==> src/rtl/sap_pkg.sv <==
package sap_pkg;
    localparam int SAP_RES_W       = 16;
    localparam int SAP_HALF_W      = 8;
    localparam int SAP_CLK_MHZ     = 20;
    localparam int SAP_CLK_PS      = 50000;
    localparam int SAP_HOLD_MIN_NS = 40;
    localparam int SAP_HOLD_CYC    = ((SAP_HOLD_MIN_NS * 1000 + SAP_CLK_PS - 1) / SAP_CLK_PS) < 1 ? 1 :
                                     ((SAP_HOLD_MIN_NS * 1000 + SAP_CLK_PS - 1) / SAP_CLK_PS);
    localparam int SAP_CONV_CYC    = 64;
    localparam int SAP_FIFO_DEPTH  = 16;
    localparam logic [15:0] SAP_RESULT_RST = 16'h0000;

    typedef struct packed {
        logic chip_sel_n;
        logic read_conv;
        logic half_sel;
    } sap_ctrl_s;

    typedef struct packed {
        logic [15:0] bus_out;
        logic [15:0] bus_oe;
    } sap_bus_s;
endpackage

==> src/rtl/sap_fifo.sv <==
module sap_fifo
    import sap_pkg::*;
#(
    parameter int WIDTH = 16,
    parameter int DEPTH = 16
) (
    input  wire logic             core_clk,
    input  wire logic             rst,
    input  wire logic             in_valid,
    output logic                  in_ready,
    input  wire logic [WIDTH-1:0] in_data,
    output logic                  out_valid,
    input  wire logic             out_ready,
    output logic      [WIDTH-1:0] out_data
);
    localparam int AW = $clog2(DEPTH);
    logic [WIDTH-1:0] mem [DEPTH];
    logic [AW-1:0]    wr_reg, wr_next, rd_reg, rd_next;
    logic [AW:0]      cnt_reg, cnt_next;
    logic             push, pop, rdy_reg, rdy_next;

    assign in_ready  = rdy_reg;
    assign out_valid = (cnt_reg != '0);
    assign out_data  = mem[rd_reg];
    assign push      = in_valid && in_ready;
    assign pop       = out_valid && out_ready;

    always_comb begin
        wr_next  = push ? AW'(wr_reg + 1'b1) : wr_reg;
        rd_next  = pop ? AW'(rd_reg + 1'b1) : rd_reg;
        cnt_next = (AW+1)'(cnt_reg + (push ? 1'b1 : 1'b0) - (pop ? 1'b1 : 1'b0));
        rdy_next = (cnt_next != (AW+1)'(DEPTH));
    end

    always_ff @(posedge core_clk or posedge rst) begin
        if (rst) begin
            wr_reg  <= '0;
            rd_reg  <= '0;
            cnt_reg <= '0;
            rdy_reg <= 1'b1;
        end else begin
            wr_reg  <= wr_next;
            rd_reg  <= rd_next;
            cnt_reg <= cnt_next;
            rdy_reg <= rdy_next;
        end
    end

    always_ff @(posedge core_clk) begin
        if (push) begin
            mem[wr_reg] <= in_data;
        end
    end
endmodule

==> src/rtl/sap_adc_port.sv <==
// Functional notes
// conv_busy_n goes low at a conversion start and stays low until the result register is updated.
// half_sel low puts the upper result byte on data pins 7:0, high puts the lower byte there.
// chip select and read/convert are combined, so a chip select fall while read/convert is low starts a conversion.
// the data pins are released whenever chip select is high or read/convert is low.
// result_bit_msb is bit 15 and result_bit_lsb is bit 0 of the presented word.
// with chip select low a read/convert rise enables the outputs and a fall with busy high starts a conversion.
// a convert command while busy is low aborts the running conversion and restarts it.
// results appear in two's complement form.
// the host holds both inputs low for at least 40 ns to start a conversion.
// the last finished result is held for reading until the next conversion replaces it.
module sap_adc_port
    import sap_pkg::*;
#(
    parameter int CONV_CYC = SAP_CONV_CYC,
    parameter int DEPTH    = SAP_FIFO_DEPTH
) (
    input  wire logic                 core_clk,
    input  wire logic                 rst,
    input  wire sap_ctrl_s            ctrl,
    input  wire logic                 sample_valid,
    output logic                      sample_ready,
    input  wire logic [SAP_RES_W-1:0] sample_data,
    output logic                      conv_busy_n,
    output sap_bus_s                  data_bus,
    output logic                      result_bit_msb,
    output logic                      result_bit_lsb
);
    typedef enum logic [1:0] {SAP_IDLE, SAP_ARM, SAP_CONV} sap_state_e;

    function automatic logic sap_fresh_low(input logic now_low, input logic was_low);
        return now_low && !was_low;
    endfunction

    sap_state_e         st_reg, st_next;
    logic [7:0]         cnt_reg, cnt_next;
    logic [15:0]        res_reg, res_next;
    logic               busy_n_reg, busy_n_next;
    logic               prev_low_reg;
    sap_bus_s           bus_reg, bus_next;
    logic               cmd_low, cmd_fresh, fifo_valid, fifo_pop;
    logic [15:0]        fifo_data;

    sap_fifo #(.WIDTH(SAP_RES_W), .DEPTH(DEPTH)) u_fifo (
        .core_clk  (core_clk),
        .rst       (rst),
        .in_valid  (sample_valid),
        .in_ready  (sample_ready),
        .in_data   (sample_data),
        .out_valid (fifo_valid),
        .out_ready (fifo_pop),
        .out_data  (fifo_data)
    );

    // combined convert level
    assign cmd_low   = !ctrl.chip_sel_n && !ctrl.read_conv;
    // fresh fall of combined level
    assign cmd_fresh = sap_fresh_low(cmd_low, prev_low_reg);
    // word consumed exactly when stored
    assign fifo_pop  = (st_reg == SAP_CONV) && (cnt_reg == 8'(CONV_CYC - 1)) && fifo_valid && !cmd_fresh;

    always_comb begin
        st_next     = st_reg;
        cnt_next    = cnt_reg;
        res_next    = res_reg;
        busy_n_next = busy_n_reg;
        case (st_reg)
            SAP_IDLE: begin
                // fresh low starts command
                if (cmd_fresh) begin
                    st_next  = SAP_ARM;
                    cnt_next = 8'h01;
                end
            end
            SAP_ARM: begin
                // minimum hold low
                if (!cmd_low) begin
                    st_next = SAP_IDLE;
                end else if (cnt_reg >= 8'(SAP_HOLD_CYC)) begin
                    st_next     = SAP_CONV;
                    cnt_next    = 8'h00;
                    // busy drops at start
                    busy_n_next = 1'b0;
                end else begin
                    cnt_next = 8'(cnt_reg + 1'b1);
                end
            end
            SAP_CONV: begin
                // new command aborts
                if (cmd_fresh) begin
                    cnt_next = 8'h00;
                end else if (cnt_reg == 8'(CONV_CYC - 1)) begin
                    if (fifo_valid) begin
                        // two's complement stored as is
                        res_next    = fifo_data;
                        busy_n_next = 1'b1;
                        st_next     = SAP_IDLE;
                    end
                end else begin
                    cnt_next = 8'(cnt_reg + 1'b1);
                end
            end
            default: begin
                st_next = SAP_IDLE;
            end
        endcase
    end

    always_comb begin
        bus_next = '0;
        // drive only when selected for read
        if (!ctrl.chip_sel_n && ctrl.read_conv) begin
            bus_next.bus_oe = 16'hffff;
            // byte select
            if (ctrl.half_sel) begin
                bus_next.bus_out = {res_next[15:8], res_next[7:0]};
            end else begin
                bus_next.bus_out = {res_next[15:8], res_next[15:8]};
            end
        end
    end

    always_ff @(posedge core_clk or posedge rst) begin
        if (rst) begin
            st_reg         <= SAP_IDLE;
            cnt_reg        <= 8'h00;
            res_reg        <= SAP_RESULT_RST;
            busy_n_reg     <= 1'b1;
            prev_low_reg   <= 1'b0;
            bus_reg        <= '0;
            result_bit_msb <= 1'b0;
            result_bit_lsb <= 1'b0;
        end else begin
            st_reg         <= st_next;
            cnt_reg        <= cnt_next;
            // result held until replaced
            res_reg        <= res_next;
            busy_n_reg     <= busy_n_next;
            prev_low_reg   <= cmd_low;
            bus_reg        <= bus_next;
            // bit order
            result_bit_msb <= res_next[15];
            result_bit_lsb <= res_next[0];
        end
    end

    assign conv_busy_n = busy_n_reg;
    assign data_bus    = bus_reg;
endmodule

==> config.mk <==
export PLATFORM = sky130hd
export DESIGN_NAME = sap_adc_port
export DESIGN_NICKNAME = d
export VERILOG_FILES = /design/src/rtl/sap_pkg.sv /design/src/rtl/sap_fifo.sv /design/src/rtl/sap_adc_port.sv
export SDC_FILE = /design/constraint.sdc
export NUM_CORES = 1
export LEC_CHECK = 0
export BUFFER_PORTS_ARGS = -buffer_cell sky130_fd_sc_hd__buf_2
export CAP_MARGIN = 20
export CORE_ASPECT_RATIO = 2
export CORE_UTILIZATION = 45
export CTS_BUF_LIST = sky130_fd_sc_hd__clkbuf_4 sky130_fd_sc_hd__clkbuf_8 sky130_fd_sc_hd__clkbuf_16
export DETAILED_ROUTE_END_ITERATION = 12
export GPL_TIMING_DRIVEN = 0
export PLACE_DENSITY_LB_ADDON = 0.2
export SYNTH_ARGS = -nofsm -noshare
export SYNTH_HDL_FRONTEND = slang
export SYNTH_SLANG_ARGS = --single-unit
==> constraint.sdc <==
create_clock -name core_clk -period 3.1 [get_ports core_clk]
set_clock_uncertainty 0.2 [all_clocks]
set_input_delay 0.465 -clock core_clk [delete_from_list [all_inputs] [get_ports core_clk]]
set_output_delay 0.465 -clock core_clk [all_outputs]
set_load 0.01 [all_outputs]
==> flow_summary.ini <==
[run]
drv_cap = 0

[setup_path]
critPathArrivalTime_ns = 3.27
cp_slowest_stage_delay_ns = 0.52
path_depth = 13
worst-path-max-fanout = 2
criticalPathCategory = reg2reg
cpMostUsedCell = inv_2
crit_slowest_cell = fa_2
critical_path.cell_chain = inv_2 > ha_4 > or4b_4 > nand4_1 > inv_2 > ha_4 > inv_4 > ha_4 > inv_2 > fa_2 > inv_2 > nor4_2 > nand2_1
path_delay_family = simple AND/OR/NAND/NOR gates
reg2reg_depth = 13
setup.worst_path.end_class = flip-flop
cp_num_buf_inv = 5
startpoint_type = flip-flop
worstPathRequired_ns = 3.36

[synth]
synth_simple_gate_area_share_pct = 3.40
synth_xor_area_share_pct = 0.703
ys_seq_area_share_pct = 73.5
async_reset_ff_share_pct = 18.7
synthTopCellsByArea = edfxtp_1 62%, mux4_2 12%, dfrtp_1 11%
syn-num-nets = 713
ys_seq_elements = 315
synth-adder-area-share_pct = 1.97
synth_edf_count = 256
synth_top_area_cell = edfxtp_1
synth-compound-area-share_pct = 5.12
syn-cell-area_um2 = 12500
synth_top_family_by_area = multiplexers
ys_types = 46
yosys_warnings = 0
synthCells = 672
synth.avg_cell_area_um2 = 18.6
synth_top_area_share_pct = 61.7
ys.flop_type = edfxtp_1
synth_mux_area_share_pct = 12.0

[grt]
grt_overflow = 0
grt_pass1_vias = 7045
track_usage_pct = 21.5
antenna_found_initial = 0
grt_max_degree = 35
grt_pass1_wl_mm = 43.6

[sta]
final-hold-violation-count = 0
tightest_slew_ns = 0.932
hold_ws_ns = 0.0980
layout_worst_path_cycle_share_pct = 97.1
fmax_mhz = 332
final_max_slew_viol_count = 0
timing.final.crit_period_ns = 3.01
setup_viol_count_final = 0
fin_ws_ns = 0.0899
relSlewSlack_pct = 37.5

[route]
ant_nets = 0
route.met2.wl_mm = 16.1
detail_route.first_pass.iterations = 7
top_layer_used = met4
met3_length_mm = 1.31
wirelength_met1_mm = 10.3
drc_errors = 0
wl_mm = 29.1
wl_per_cell_um = 25.3
vias_per_cell = 5.65
drt_iter0_drc = 464
vias = 6505

[final_layout]
syn_to_final_growth_pct = 16.2
largest_reg_flops = 256
fin_util_pct = 53.4
layout_common_cells = 256 x edfxtp_1, 71 x buf_2, 64 x mux4_2
fillers = 2165
antenna_cells = 0
final_common_cell = edfxtp_1
nets = 827
drive_gt1_share_pct = 33.2

[min_path]
hp-class = in2reg
whs_path_depth = 1

[cts]
clk_pin_slew_ns = 0.07
h-tree-depth = 1
cts_tree = yes
cts_buffer_depth = 3
clk-insertion-delay-late_ns = 0.55
cts.sinks = 315
root_buffer = clkbuf_16
numCtsBuffers = 27

[placement]
portBuffers = 57
gp_congestion = 0.817
dp_hpwl_mm = 20.4
place_ws_ns = -0.513

[floorplan]
coreArea_um2 = 27100
die_area_um2 = 28400
initial_core_util_pct = 46.0
fp.dieW_um = 120
die_h_um = 237
rows = 85
io_pins = 58

[power]
p_leak_nw = 5.21
powerDensity_nw_per_um2 = 697
power_mw = 10.1
irDropWorstVdd_v = 0.000371

[status]
outcome = finished, final reports clean
[cells in the mapped netlist (2+ instances only)]
library cell and number:
o22ai_1 9, ha_1 18, and2_1 3, a22oi_1 30, nand2_1 19, buf_2 14, buf_1 2, nand4_1 2
nor2b_1 2, nand2b_1 11, o21ai_0 6, dfstp_2 2, o21ai_1 4, xnor2_1 8, mux4_2 64, a21oi_1 26
buf_6 3, nor3_1 9, dfrtp_1 57, inv_1 34, xor2_1 2, nor4_1 2, buf_4 17, o2bb2ai_1 6
and3_1 6, nor2_1 24, mux2i_1 3, clkbuf_1 8, a21oi_2 8, edfxtp_1 256, nand3_1 2
[power breakdown]
| part | switching, mW | leakage, nW | internal [mW] |
|---|---|---|---|
| combinational | 1.01 | 1.70 | 0.612 |
| sequential | 0.147 | 3.10 | 5.05 |
| clock | 1.49 | 0.406 | 1.79 |
[per-layer routing]
layer / up-vias / global-route usage (%)
li1: 2851 / -
met1: 3368 / 23.9
met2: 220 / 39.9
met3: 66 / 2.47
met4: 0 / 10.7
met5: - / 0
[cell type report]
| cell class | count | area [um2] | area share [%] |
|---|---|---|---|
| buffer | 44 | 280 | 1.93 |
| tap | 348 | 435 | 3.00 |
| inverter | 34 | 130 | 0.898 |
| clock buffer | 30 | 698 | 4.82 |
| multi-input combinational | 278 | 2990 | 20.6 |
| clock inverter | 17 | 150 | 1.04 |
| sequential | 315 | 9170 | 63.2 |
| timing repair buffer | 86 | 643 | 4.44 |
[cells by family (layout without fill, tap and decap cells)]
logic type | Yosys count | in the layout
xor gates and xnor gates | 10 | 10
buffers and inverters | 79 | 211
muxes | 69 | 69
and+or+nand+nor | 85 | 85
adders and majority gates | 19 | 19
DFF | 315 | 315
AOI/OAI and AO/OA | 95 | 95
[stage by stage]
step / cell area [um2] / setup TNS (ns) / instances
floorplan: 12500 / 0 / 672
global route: 14500 / -0.0197 / 1152
detailed placement: 13500 / -1.36 / 1096
global placement: 13200 / -103.54 / 1077
CTS: 14500 / 0 / 1150
finish: 14500 / 0 / 1152
[timing repair]
| action | CTS | global route |
|---|---|---|
| setup endpoints to repair | 5 | 1 |
| buffers inserted | 5 | 2 |
| hold endpoints to repair | 32 | 0 |
| pin swaps | 3 | 4 |
| hold buffers | 3 | 0 |
| resized for setup | 10 | 5 |
[final timing paths]
check | startpoint | slack [ns] | to
max in group asynchronous | rst | 1.64 | cnt_reg[2]
setup / recovery | u_fifo.cnt_reg[2] | 0.09 | u_fifo.in_ready
setup reg to reg | u_fifo.cnt_reg[2] | 0.09 | u_fifo.in_ready
hold reg to reg | res_reg[4] | 0.28 | res_reg[4]
hold / removal | sample_data[11] | 0.1 | u_fifo.mem[2][11]
min in group asynchronous | rst | 0.42 | u_fifo.cnt_reg[4]
[worst register-to-register path, cell delays in order (launching register included)]
cell,delay (ns)
dfrtp_1,0.39
inv_2,0.08
ha_4,0.13
or4b_4,0.49
nand4_1,0.19
inv_2,0.08
ha_4,0.22
inv_4,0.05
ha_4,0.12
inv_2,0.04
fa_2,0.52
inv_2,0.05
nor4_2,0.27
nand2_1,0.11
Note: power is estimated with default switching activity, not from simulation.
